`config.mk`:
```
export PLATFORM = sky130hd
export DESIGN_NAME = ssf_status
export DESIGN_NICKNAME = d
export VERILOG_FILES = /design/src/verilog/ssf_pkg.sv /design/src/verilog/ssf_guard_if.sv /design/src/verilog/ssf_guard_timer.sv /design/src/verilog/ssf_status.sv
export SDC_FILE = /design/constraint.sdc
export NUM_CORES = 1
export LEC_CHECK = 0
export BUFFER_PORTS_ARGS = -buffer_cell sky130_fd_sc_hd__buf_2
export CORE_MARGIN = 2
export CORE_UTILIZATION = 53
export CTS_CLUSTER_SIZE = 24
export DETAILED_ROUTE_END_ITERATION = 8
export PLACE_DENSITY = 0.79
export SETUP_SLACK_MARGIN = 0.2
export SLEW_MARGIN = 20
export SYNTH_ARGS = -nofsm -noshare
export SYNTH_HDL_FRONTEND = slang
export SYNTH_SLANG_ARGS = --single-unit
```
`constraint.sdc`:
```
create_clock -name core_clk -period 3.95 [get_ports core_clk]
set_input_delay 0.79 -clock core_clk [delete_from_list [all_inputs] [get_ports core_clk]]
set_output_delay 0.79 -clock core_clk [all_outputs]
set_load 0.05 [all_outputs]
```
`src/verilog/ssf_pkg.sv`:
```
// Constants shared by the serial status flag block.
package ssf_pkg;
    // Register byte offsets.
    localparam logic [7:0] OFF_STATUS = 8'h00;
    localparam logic [7:0] OFF_MODE = 8'h04;
    localparam logic [7:0] OFF_CTRL = 8'h08;
    localparam logic [7:0] OFF_CARD = 8'h0C;
    localparam logic [7:0] OFF_ETU = 8'h10;
    localparam int ADDR_W = 8;
    localparam int DATA_W = 32;
    // Status bit positions.
    localparam int B_TX_EMPTY = 7;
    localparam int B_RX_FULL = 6;
    localparam int B_OVERRUN = 5;
    localparam int B_FRAME = 4;
    localparam int B_PARITY = 3;
    localparam int B_TX_DONE = 2;
    localparam int B_MP_RX = 1;
    localparam int B_MP_TX = 0;
    // Clearable flags sit contiguously in bits 7 down to 3.
    localparam int CLR_LO = 3;
    localparam int CLR_N = 5;
    localparam logic [7:0] STATUS_RST = 8'h84;
    // Mode register fields.
    localparam int M_SYNC = 0;
    localparam int M_PAR_EN = 1;
    localparam int M_ODD = 2;
    localparam int M_TWO_STOP = 3;
    localparam int M_MP_FMT = 4;
    localparam int M_GUARD = 5;
    localparam int MODE_W = 6;
    localparam logic [MODE_W-1:0] MODE_RST = 6'h00;
    // Control register fields.
    localparam int C_RX_ON = 0;
    localparam int C_TX_ON = 1;
    // Bit period in core clocks, shared with the shift datapath.
    localparam int ETU_W = 16;
    localparam logic [ETU_W-1:0] ETU_RST = 16'h0010;
    // Guard delays counted in half bit periods.
    localparam int HALF_W = 3;
    localparam logic [HALF_W-1:0] GUARD_HALVES_LONG = 3'h5;
    localparam logic [HALF_W-1:0] GUARD_HALVES_SHORT = 3'h2;
    localparam logic [ETU_W-1:0] HALF_MIN = 16'h0001;
endpackage

```
`src/verilog/ssf_guard_if.sv`:
```
// Handshake between the status logic and the guard timer.
`timescale 1ns/10ps
interface ssf_guard_if;
    import ssf_pkg::*;
    logic start;
    logic [HALF_W-1:0] halves;
    logic [ETU_W-1:0] half_cycles;
    logic done;
    modport ctrl (output start, output halves, output half_cycles, input done);
    modport timer (input start, input halves, input half_cycles, output done);
endinterface

```
`src/verilog/ssf_guard_timer.sv`:
```
// Guard timer that counts a number of half bit periods.
`timescale 1ns/10ps
module ssf_guard_timer (
    input wire logic core_clk,
    input wire logic rst_n,
    ssf_guard_if.timer g
);
    import ssf_pkg::*;

    typedef enum logic {SSF_IDLE = 1'b0, SSF_RUN = 1'b1} ssf_tstate_t;

    ssf_tstate_t state_q;
    logic [ETU_W-1:0] cyc_q;
    logic [HALF_W-1:0] half_q;
    logic done_q;

    // End of one half period and end of the last one.
    wire half_end = (cyc_q == HALF_MIN);
    wire last_half = half_end && (half_q == HALF_W'(1));

    // A start restarts the count, so a second character reloads it.
    always_ff @(posedge core_clk or negedge rst_n) begin
        if (!rst_n) begin
            state_q <= SSF_IDLE;
            cyc_q <= HALF_MIN;
            half_q <= '0;
            done_q <= 1'b0;
        end else begin
            done_q <= 1'b0;
            unique case (state_q)
                SSF_IDLE: begin
                    if (g.start) begin
                        state_q <= SSF_RUN;
                        cyc_q <= g.half_cycles;
                        half_q <= g.halves;
                    end
                end
                SSF_RUN: begin
                    if (g.start) begin
                        cyc_q <= g.half_cycles;
                        half_q <= g.halves;
                    end else if (last_half) begin
                        state_q <= SSF_IDLE;
                        done_q <= 1'b1;
                    end else if (half_end) begin
                        cyc_q <= g.half_cycles;
                        half_q <= half_q - HALF_W'(1);
                    end else begin
                        cyc_q <= cyc_q - HALF_MIN;
                    end
                end
            endcase
        end
    end

    assign g.done = done_q;

    a_guard_quiet: assert property (@(posedge core_clk) disable iff (!rst_n)
        g.start && g.half_cycles > HALF_MIN |=> !done_q [*2])
        else $error("guard timer ended too early");
endmodule

```
`src/verilog/ssf_status.sv`:
```
// Status flags, multiprocessor bits and APB registers of one serial channel.
`timescale 1ns/10ps
module ssf_status (
    input wire logic core_clk,
    input wire logic arst_n,
    input wire logic [ssf_pkg::ADDR_W-1:0] paddr,
    input wire logic psel,
    input wire logic penable,
    input wire logic pwrite,
    input wire logic [ssf_pkg::DATA_W-1:0] pwdata,
    output logic [ssf_pkg::DATA_W-1:0] prdata,
    output logic pready,
    output logic pslverr,
    input wire logic standby,
    input wire logic rx_done,
    input wire logic [7:0] rx_data,
    input wire logic rx_par_bit,
    input wire logic rx_stop_bit,
    input wire logic rx_mp_bit,
    input wire logic err_sample,
    input wire logic err_line,
    input wire logic tx_load,
    input wire logic tx_last_bit,
    input wire logic dma_tx_write,
    input wire logic dma_rx_read,
    output logic [7:0] rx_buffer,
    output logic rx_allow,
    output logic tx_allow,
    output logic mp_tx_out,
    output logic [ssf_pkg::ETU_W-1:0] bit_cycles
);
    import ssf_pkg::*;

    // Address match, used by every register decode.
    function automatic logic hit(input logic [ADDR_W-1:0] a, input logic [ADDR_W-1:0] off);
        hit = (a == off);
    endfunction

    logic rst_meta_q, rst_n;
    logic err_meta_q, err_sync_q;
    logic pready_q, pslverr_q;
    logic [DATA_W-1:0] prdata_q;
    logic [7:0] stat_q, stat_d;
    logic [CLR_N-1:0] armed_q, armed_d;
    logic [MODE_W-1:0] mode_q;
    logic rx_on_q, tx_on_q, tx_on_prev_q, smart_q;
    logic [ETU_W-1:0] etu_q;
    logic [7:0] rx_buf_q;
    logic rx_allow_q, tx_allow_q, mp_tx_q;

    // Reset release through two flip-flops.
    always_ff @(posedge core_clk or negedge arst_n) begin
        if (!arst_n) begin
            rst_meta_q <= 1'b0;
            rst_n <= 1'b0;
        end else begin
            rst_meta_q <= 1'b1;
            rst_n <= rst_meta_q;
        end
    end

    // The returned error line is a pin and is synchronised before use.
    always_ff @(posedge core_clk or negedge rst_n) begin
        if (!rst_n) begin
            err_meta_q <= 1'b1;
            err_sync_q <= 1'b1;
        end else begin
            err_meta_q <= err_line;
            err_sync_q <= err_meta_q;
        end
    end

    // APB decode; one wait state, the transfer completes with pready.
    wire acc = psel && penable && !pready_q;
    wire done = psel && penable && pready_q;
    wire wr = done && pwrite;
    wire rd = done && !pwrite;
    wire a_stat = hit(paddr, OFF_STATUS);
    wire a_mode = hit(paddr, OFF_MODE);
    wire a_ctrl = hit(paddr, OFF_CTRL);
    wire a_card = hit(paddr, OFF_CARD);
    wire a_etu = hit(paddr, OFF_ETU);
    wire mapped = a_stat || a_mode || a_ctrl || a_card || a_etu;
    wire wr_stat = wr && a_stat;
    wire rd_stat = rd && a_stat;

    // Mode fields.
    wire sync_m = mode_q[M_SYNC];
    wire par_en = mode_q[M_PAR_EN];
    wire odd_m = mode_q[M_ODD];
    wire mp_fmt = mode_q[M_MP_FMT];
    wire guard_sel = mode_q[M_GUARD];
    wire std = standby;

    // Flag views.
    wire tx_empty_flag = stat_q[B_TX_EMPTY];
    wire rx_full_flag = stat_q[B_RX_FULL];
    wire orer = stat_q[B_OVERRUN];
    wire framing_error_flag = stat_q[B_FRAME];
    wire parity_fault_flag = stat_q[B_PARITY];
    wire tx_done_flag = stat_q[B_TX_DONE];

    wire [CLR_N-1:0] clr = armed_q & ~pwdata[B_TX_EMPTY:CLR_LO] & {CLR_N{wr_stat}};
    wire clr_tx_empty_flag = clr[B_TX_EMPTY-CLR_LO];
    wire clr_rx_full_flag = clr[B_RX_FULL-CLR_LO];
    wire clr_orer = clr[B_OVERRUN-CLR_LO];
    wire clr_fer = clr[B_FRAME-CLR_LO];
    wire clr_per = clr[B_PARITY-CLR_LO];

    wire rx_block = orer || parity_fault_flag || (framing_error_flag && !smart_q);
    wire tx_block = sync_m && rx_block;

    wire stop_bad = !sync_m && !smart_q && !rx_stop_bit;
    // parity over data and parity bit
    wire par_bad = par_en && !sync_m && ((^{rx_data, rx_par_bit}) != odd_m);

    // Receive outcome of one character.
    wire rx_go = rx_done && rx_on_q && !rx_block;
    wire rx_ovr = rx_go && rx_full_flag;
    wire rx_load = rx_go && !rx_ovr;
    wire rx_ok = rx_load && !stop_bad && !par_bad;
    wire fer_set = rx_load && stop_bad;
    wire per_set = rx_load && par_bad;
    wire ers_set = smart_q && err_sample && !err_sync_q;
    wire mp_cap = rx_load && mp_fmt && !sync_m;

    // Transmit events.
    wire tx_off = tx_on_prev_q && !tx_on_q;
    wire tx_empty_flag_clr = clr_tx_empty_flag || dma_tx_write;
    logic guard_done;
    wire tx_done_flag_norm = !smart_q && tx_last_bit && tx_empty_flag;
    // guard start after a clean character
    wire guard_go = smart_q && tx_last_bit && tx_empty_flag && !framing_error_flag;
    // transmit off in either mode; in smart card mode only while the error flag is clear
    wire tx_done_flag_off = tx_off && (!smart_q || !framing_error_flag);
    wire tx_done_flag_set = tx_done_flag_norm || tx_done_flag_off || (guard_done && smart_q && !framing_error_flag);

    // Next status value; a set wins over a clear, and standby forces the reset value over both.
    always_comb begin
        stat_d = stat_q;
        stat_d[B_TX_EMPTY] = std || tx_off || tx_load || (tx_empty_flag && !tx_empty_flag_clr);
        stat_d[B_RX_FULL] = !std && (rx_ok || (rx_full_flag && !(clr_rx_full_flag || dma_rx_read)));
        stat_d[B_OVERRUN] = !std && (rx_ovr || (orer && !clr_orer));
        stat_d[B_FRAME] = !std && (fer_set || ers_set || (framing_error_flag && !clr_fer));
        // parity flag kept by receive off
        stat_d[B_PARITY] = !std && (per_set || (parity_fault_flag && !clr_per));
        stat_d[B_TX_DONE] = std || tx_done_flag_set || (tx_done_flag && !tx_empty_flag_clr);
        stat_d[B_MP_RX] = !std && (mp_cap ? rx_mp_bit : stat_q[B_MP_RX]);
        stat_d[B_MP_TX] = !std && (wr_stat ? pwdata[B_MP_TX] : stat_q[B_MP_TX]);
    end

    assign armed_d = (armed_q | {CLR_N{rd_stat}}) & stat_q[B_TX_EMPTY:CLR_LO] & ~clr;

    // Status, armed bits and receive buffer.
    always_ff @(posedge core_clk or negedge rst_n) begin
        if (!rst_n) begin
            stat_q <= STATUS_RST;
            armed_q <= '0;
            rx_buf_q <= 8'h00;
        end else begin
            stat_q <= stat_d;
            armed_q <= std ? '0 : armed_d;
            if (rx_load) begin
                rx_buf_q <= rx_data;
            end
        end
    end

    // Software registers; standby returns them to their reset values.
    always_ff @(posedge core_clk or negedge rst_n) begin
        if (!rst_n) begin
            mode_q <= MODE_RST;
            rx_on_q <= 1'b0;
            tx_on_q <= 1'b0;
            smart_q <= 1'b0;
            etu_q <= ETU_RST;
        end else if (std) begin
            mode_q <= MODE_RST;
            rx_on_q <= 1'b0;
            tx_on_q <= 1'b0;
            smart_q <= 1'b0;
            etu_q <= ETU_RST;
        end else if (wr) begin
            if (a_mode) begin
                mode_q <= pwdata[MODE_W-1:0];
            end
            if (a_ctrl) begin
                rx_on_q <= pwdata[C_RX_ON];
                tx_on_q <= pwdata[C_TX_ON];
            end
            if (a_card) begin
                smart_q <= pwdata[0];
            end
            if (a_etu) begin
                etu_q <= pwdata[ETU_W-1:0];
            end
        end
    end

    // Read data selection.
    wire [DATA_W-1:0] rdata =
        a_stat ? DATA_W'(stat_q) :
        a_mode ? DATA_W'(mode_q) :
        a_ctrl ? DATA_W'({tx_on_q, rx_on_q}) :
        a_card ? DATA_W'(smart_q) :
        a_etu ? DATA_W'(etu_q) : 32'h0000_0000;

    // APB answer registers.
    always_ff @(posedge core_clk or negedge rst_n) begin
        if (!rst_n) begin
            pready_q <= 1'b0;
            pslverr_q <= 1'b0;
            prdata_q <= 32'h0000_0000;
        end else begin
            pready_q <= acc;
            pslverr_q <= acc && !mapped;
            if (acc && !pwrite) begin
                prdata_q <= rdata;
            end
        end
    end

    // Registered user outputs and the transmit-off edge detector.
    always_ff @(posedge core_clk or negedge rst_n) begin
        if (!rst_n) begin
            tx_on_prev_q <= 1'b0;
            rx_allow_q <= 1'b0;
            tx_allow_q <= 1'b0;
            mp_tx_q <= 1'b0;
        end else begin
            tx_on_prev_q <= tx_on_q;
            rx_allow_q <= rx_on_q && !rx_block;
            tx_allow_q <= tx_on_q && !tx_block;
            mp_tx_q <= stat_q[B_MP_TX] && mp_fmt && !sync_m && tx_on_q && !tx_block;
        end
    end

    // Guard timer for the smart card transmit end.
    ssf_guard_if gif ();
    assign gif.start = guard_go;
    assign gif.halves = guard_sel ? GUARD_HALVES_SHORT : GUARD_HALVES_LONG;
    // half of the programmed bit period
    assign gif.half_cycles = (etu_q < 16'h0002) ? HALF_MIN : (etu_q >> 1);
    assign guard_done = gif.done;

    ssf_guard_timer u_guard (
        .core_clk(core_clk),
        .rst_n(rst_n),
        .g(gif.timer)
    );

    assign prdata = prdata_q;
    assign pready = pready_q;
    assign pslverr = pslverr_q;
    assign rx_buffer = rx_buf_q;
    assign rx_allow = rx_allow_q;
    assign tx_allow = tx_allow_q;
    assign mp_tx_out = mp_tx_q;
    assign bit_cycles = etu_q;

    a_stop_check: assert property (@(posedge core_clk) disable iff (!rst_n)
        fer_set && !std |=> framing_error_flag)
        else $error("framing flag missed a zero stop bit");

    a_card_noframe: assert property (@(posedge core_clk) disable iff (!rst_n)
        smart_q && rx_done && !rx_stop_bit && !framing_error_flag && !ers_set |=> !framing_error_flag)
        else $error("framing error seen in smart card mode");

    a_card_err: assert property (@(posedge core_clk) disable iff (!rst_n)
        ers_set && !std |=> framing_error_flag ##1 (framing_error_flag || $past(clr_fer) || $past(std)))
        else $error("card error flag not set");

    a_txoff_keep: assert property (@(posedge core_clk) disable iff (!rst_n)
        framing_error_flag && tx_off && !clr_fer && !std |=> framing_error_flag)
        else $error("transmit off changed card error flag");

    a_parity_set: assert property (@(posedge core_clk) disable iff (!rst_n)
        rx_done && rx_on_q && !rx_block && !rx_full_flag && par_bad && !std |=> parity_fault_flag && !rx_full_flag)
        else $error("parity error not flagged");

    a_err_buffer: assert property (@(posedge core_clk) disable iff (!rst_n)
        rx_load && stop_bad && !std |=> rx_buf_q == $past(rx_data) && !rx_full_flag)
        else $error("framing error character handling wrong");

    a_rx_stall: assert property (@(posedge core_clk) disable iff (!rst_n)
        (parity_fault_flag || orer) |=> $stable(rx_buf_q))
        else $error("reception continued during an error");

    a_done_ro: assert property (@(posedge core_clk) disable iff (!rst_n)
        wr_stat && pwdata[B_TX_DONE] && !tx_done_flag && !tx_done_flag_set && !std |=> !tx_done_flag)
        else $error("transmit done was written");

    a_done_dma: assert property (@(posedge core_clk) disable iff (!rst_n)
        dma_tx_write && tx_done_flag && !tx_done_flag_set && !std |=> !tx_done_flag)
        else $error("transmit done not cleared by dma write");

    a_mp_hold: assert property (@(posedge core_clk) disable iff (!rst_n)
        !mp_cap && !std |=> $stable(stat_q[B_MP_RX]))
        else $error("received multiprocessor bit changed");

    a_mp_sync: assert property (@(posedge core_clk) disable iff (!rst_n)
        sync_m |=> !mp_tx_q)
        else $error("multiprocessor bit sent in synchronous mode");
endmodule

```
# [After elaboration in Yosys (flattened, before gate mapping)]
# Index checks and enable logic that the tools add are counted.
[totals] register_bits=109 in_bits=64 out_inout_bits=61 word_cells=195
[classes] add_sub_neg=2 magnitude_cmp=1 eq_ne=10 muxes=42 bitwise_logic=8 reduce_logical=109
[op_table] op="16-bit 2-to-1 mux" n=12
[op_table] op="1-bit logical AND" n=55
[op_table] op="16-bit one-hot mux with 2 select lines" n=1
[op_table] op="1-bit logical OR" n=21
[op_table] op="5-bit AND" n=4
[op_table] op="1-bit logical NOT" n=20
[op_table] op="6-bit 2-to-1 mux" n=3
[op_table] op="1-bit 2-to-1 mux" n=17
[op_table] op="16-bit by 1-bit equality test with 1-bit output, second input constant" n=1
[op_table] op="8-bit by 4-bit equality test with 1-bit output, second input constant" n=2
[op_table] op="16-bit by 2-bit < comparator with 1-bit output, second input constant" n=1
[op_table] op="16-bit by 1-bit subtractor with 16-bit output, second input constant" n=1
[op_table] op="15-bit 2-to-1 mux" n=1
[op_table] op="3-bit 2-to-1 mux" n=5
[op_table] op="5-bit NOT" n=2
[op_table] op="2-bit AND reduction" n=5
[op_table] op="2-bit nonzero test" n=5
[op_table] op="9-bit XOR reduction" n=1
[op_table] op="8-bit by 3-bit equality test with 1-bit output, second input constant" n=1
[op_table] op="8-bit by 5-bit equality test with 1-bit output, second input constant" n=1
[op_table] op="8-bit logical NOT" n=1
[op_table] op="3-bit inequality test, second input constant" n=2
[op_table] op="3-bit one-hot mux with 2 select lines" n=1
[op_table] op="5-bit 2-to-1 mux" n=1
[op_table] op="8 further kinds" n=8

# [Depth between registers and ports, before layout]
[depth] depth_word=12 depth_mapped=9 ltp_nobuf=8

# [Cells and area by module]
# A second synthesis with hierarchy kept.
[hier_totals] cells_unflattened=495 area_unflattened_um2=4792.1
[by_module_without_submodules] mod="ssf_status" n_inst=1 cells_each=339 area_each_um2=3435.8 seq_area_each_um2=1808.0
[by_module_without_submodules] mod="ssf_guard_timer" n_inst=1 cells_each=156 area_each_um2=1356.3 seq_area_each_um2=526.8

# [Worst setup path after synthesis]
# OpenSTA, ideal clock, no wires.
[synth_path] path_kind="input port to flip-flop" from="input port paddr[2] (netlist name)" to="register etu_q[14], in the netlist bit_cycles[14]" setup_ns=0.132 t_arrival_ns=2.134 required_time_ns=3.818 slack_ns=1.684 cell_stages=8 path_buffers=3 cell_sequence="buf_2 nor2_1 and4b_1 nor2b_1 buf_4 buf_4 mux2i_1 nor2_1"
[synth_via] elab_chain_len=3
[synth_lines] element="start: declaration" line="ssf_status.sv:6" source="input wire logic [ssf_pkg::ADDR_W-1:0] paddr,"
[synth_lines] element="8-bit by 5-bit equality test with 1-bit output" line="ssf_status.sv:36" source="hit = (a == off);"
[synth_lines] element="2-bit nonzero test (no source line)"
[synth_lines] element="2-bit AND reduction (no source line)"
[synth_lines] element="end signal: assignment" line="ssf_status.sv:195" source="etu_q <= pwdata[ETU_W-1:0];"
[synth_lines] element="end: declaration" line="ssf_status.sv:47" source="logic [ETU_W-1:0] etu_q;"
# No other way between the ends.
# A chain may end at the register's enable or synchronous reset.

# [Worst setup path in the final report]
[layout_path] from="input port paddr[2] (netlist name)" to="register etu_q[12], in the netlist bit_cycles[12]"
# The elaborated chain is that of the path after synthesis.

==> results by group <==
Timing
  • Hold Vio Cnt, Final: 0
  • Fmax: about 360 MHz
  • RSZ-0062 raised after global routing: no
  • Count of final setup violators: 0
  • Worst Clk Skew: roughly 12 ps
  • Slew Limit Headroom: ~52%
  • Final period util: between 70% and 80%
  • Tmin final: about 2800 ps
  • Slew at the pin closest to its max-slew limit: 727.0 ps
  • Max Slew Vio Count: 0
  • Setup TNS: 0 ps

Die
  • Horiz. Die Dim: ~99 um
  • Die Ht: 98.92 um
  • Boundary pin count: approximately 130
  • Starting Density: 54.75%
  • Core Region: 0.008721 mm^2
  • Full die area: 0.009784 mm^2
  • Site row count: 34

Logic synthesis
  • Post-synth top flop: dfrtp_1
  • Seq cells post-synth: between 90 and 100
  • Cells after Synth: roughly 470
  • Synth Area in Adders: between 1 and 1.5%
  • Synth top area cells: dfrtp_1 (46%), mux2i_1 (7.5%), nor2_1 (4.3%)
  • Post-synthesis sequential area ratio: 48.90%
  • Yosys top cell by area: dfrtp_1
  • Synth Area in Simple Gates: 20.65%
  • Netlist cell types: 66
  • Xor/xnor share of the synthesized area: under 10%
  • Synth async-reset ratio: 100.0%
  • Largest family of logic cells by synthesized area: simple AND/OR/NAND/NOR gates
  • Synth top area share: 45.60%
  • Syn avg cell area: slightly above 10 um^2
  • Post-synthesis compound-gate area fraction: a little under an eighth
  • Post-Synthesis Cell Area: roughly 0.0048 mm^2
  • Number of synthesized flops with an enable pin: 0
  • Syn. warnings: 0
  • Multiplexer share of the synthesized area: under 10%

Placed design
  • Routability cong.: 0.8715
  • Placed cell areas: between 0.005 and 0.006 mm^2
  • Post-DP HPWL: ~8300 um
  • DP Cell Count: ~650
  • Port Buf Inserts: approximately 90

Outcome
  • Status: complete, no violations

Worst setup path
  • Worst EP arrival: around 3000 ps
  • RR Startpoint: u_guard.cyc_q[0]
  • CP max FO: 12
  • CP startpoint: paddr[2]
  • Critical Path RT: 4170 ps
  • Crit Path Class: in2reg
  • Crit. End Element: flip-flop
  • CP startpoint kind: primary input

CTS
  • Clk sinks: 93
  • Post-CTS setup buffer count: 0
  • CTS tree: done
  • Root Buffer: clkbuf_8
  • Worst skew pair latency: approximately 360 ps
  • Num CTS Buffers: 9
  • CTS resizes: 0
  • CTS Buffer Depth: 2
  • # hold bufs at CTS: 0
  • Clock transition at path regs: ~100 ps
  • H-Tree Depth: 3

Routing
  • Initial drt markers: 217
  • Routed WL: about 12,000 um
  • Routed Antenna Nets: 0
  • Drt drc: 0
  • Metal-1 WL: between 4000 and 5000 um
  • DR WL met3: between 700 and 800 um
  • Top Layer Used: met4
  • Drt pass-1 iters: 5
  • Via density: slightly below 6
  • Via count: ~4,000
  • Routed wl met2: approximately 5700 um
  • Avg WL per Cell: ~17 um

Layout
  • Final cell count without fillers: approximately 670
  • Area of the multi-input gates: roughly 0.0022 mm^2
  • Sequential standard cell area: around 0.0023 mm^2
  • Area growth syn-to-layout: 13.65%
  • Layout Nets: around 620
  • Most used cells in the layout excluding fill and tap cells: buf_2 (92), dfrtp_1 (86), nor2_1 (55), nand2_1 (39), mux2i_1 (36)
  • ANT cells: 0
  • Fraction of layout instances using a drive strength above 1: between 20% and 30%
  • Finished Cell Area: between 0.005 and 0.006 mm^2
  • # fillers: 743
  • Commonest non-fill, non-tap cell in the layout: buf_2

Global route
  • GRT overflow: 0
  • Vias in the first global route: ~4,000
  • Initial antenna violation count: 0
  • Pin count of the biggest net entering global routing: 57
  • Gr usage total: 24.49%
  • First-pass GRT wire length: about 19,000 um

Power
  • Leak: approximately 2.6 nW
  • VDD IR-drop max: ~0.17 mV
  • PD cells: around 330 mW/mm^2

Job
  • Max-Cap Viols: 0

Min path
  • Hold Path Class: in2async
## power breakdown
part	internal, mW	switching, mW	total [mW]
registers	0.969	0.0241	0.994
logic	0.0490	0.127	0.176
clock network	0.299	0.341	0.640
total	1.32	0.492	1.81
## stage by stage
stage               hold slack, ps  worst slack, ps  utilization, %  total power, mW
detailed placement           342.8            807.2           59.97            1.189
floorplan                    331.2             1178               -            1.140
global placement             339.9            812.6           59.97            1.185
finish                       197.0             1176           62.22            1.809
CTS                          184.6             1202           62.22            1.826
global route                 174.9             1028           62.22            1.883
## worst paths after layout
| kind | depth (start not counted) | slack (ps) | end |
|---|---|---|---|
| worst max-delay path | 7 | 1180 | bit_cycles[12] |
| worst min-delay path | 1 | 200 | rst_n |
| worst max register to register | 7 | 1320 | u_guard.cyc_q[2] |
| worst min register to register | 0 | 360 | rst_n |
| max in group asynchronous | 1 | 2570 | stat_q[7] |
| min in group core_clk | 0 | 360 | rst_n |
## cell usage after synthesis, types with 3 or more instances
library cell,n
buf_2,6
and2_1,3
dfstp_2,6
o22ai_1,4
a221oi_1,4
nand3_1,22
buf_4,18
mux2_2,8
and3_1,3
nand2b_1,5
ha_1,4
nor2_1,55
nor2b_1,9
nor4_1,10
xnor2_1,5
a22o_1,5
inv_1,17
clkbuf_1,11
a21oi_1,10
mux2i_1,36
a31oi_1,4
nor3_1,12
dfrtp_1,87
o21ai_0,21
o2bb2ai_1,7
a22oi_1,4
nor3b_1,4
nand2_1,39
## cell families (layout without fill, tap and decap cells)
family | after synthesis | in the layout
other cells | 2 | 17
buf+inv | 55 | 128
xor+xnor | 8 | 8
flops | 93 | 93
mux | 45 | 45
compound gates | 80 | 80
fa+ha+maj | 4 | 4
simple gates | 185 | 185
## layout make-up
class	count	share of cell area [%]
Sequential cell	93	43.09
Multi-Input combinational cell	339	40.72
Timing Repair Buffer	95	8.900
Tap cell	108	2.490
Clock buffer	10	2.352
Clock inverter	6	1.268
Inverter	17	1.176
## layer usage
layer / vias up / global-route usage (%)
met2: 161 / 40.02
met1: 1985 / 33.08
met4: 0 / 8.746
met5: - / 0
li1: 1818 / -
met3: 19 / 4.255
## critical path, stage by stage
cell and delay [ps]:
buf_2 160, nor2_1 290, and4b_1 530, nor2b_2 640
buf_4 310, mux2i_1 200, nor2_1 60
## flip-flops by register name, indices dropped and copies added, names as in the netlist, 3 cells and up
signal and flops:
bit_cycles 16, prdata 16, u_guard.cyc_q 16, rx_buffer 8, stat_q 8, mode_q 6
armed_q 5, u_guard.half_q 3
No activity file was read; power rests on OpenSTA's default activity.
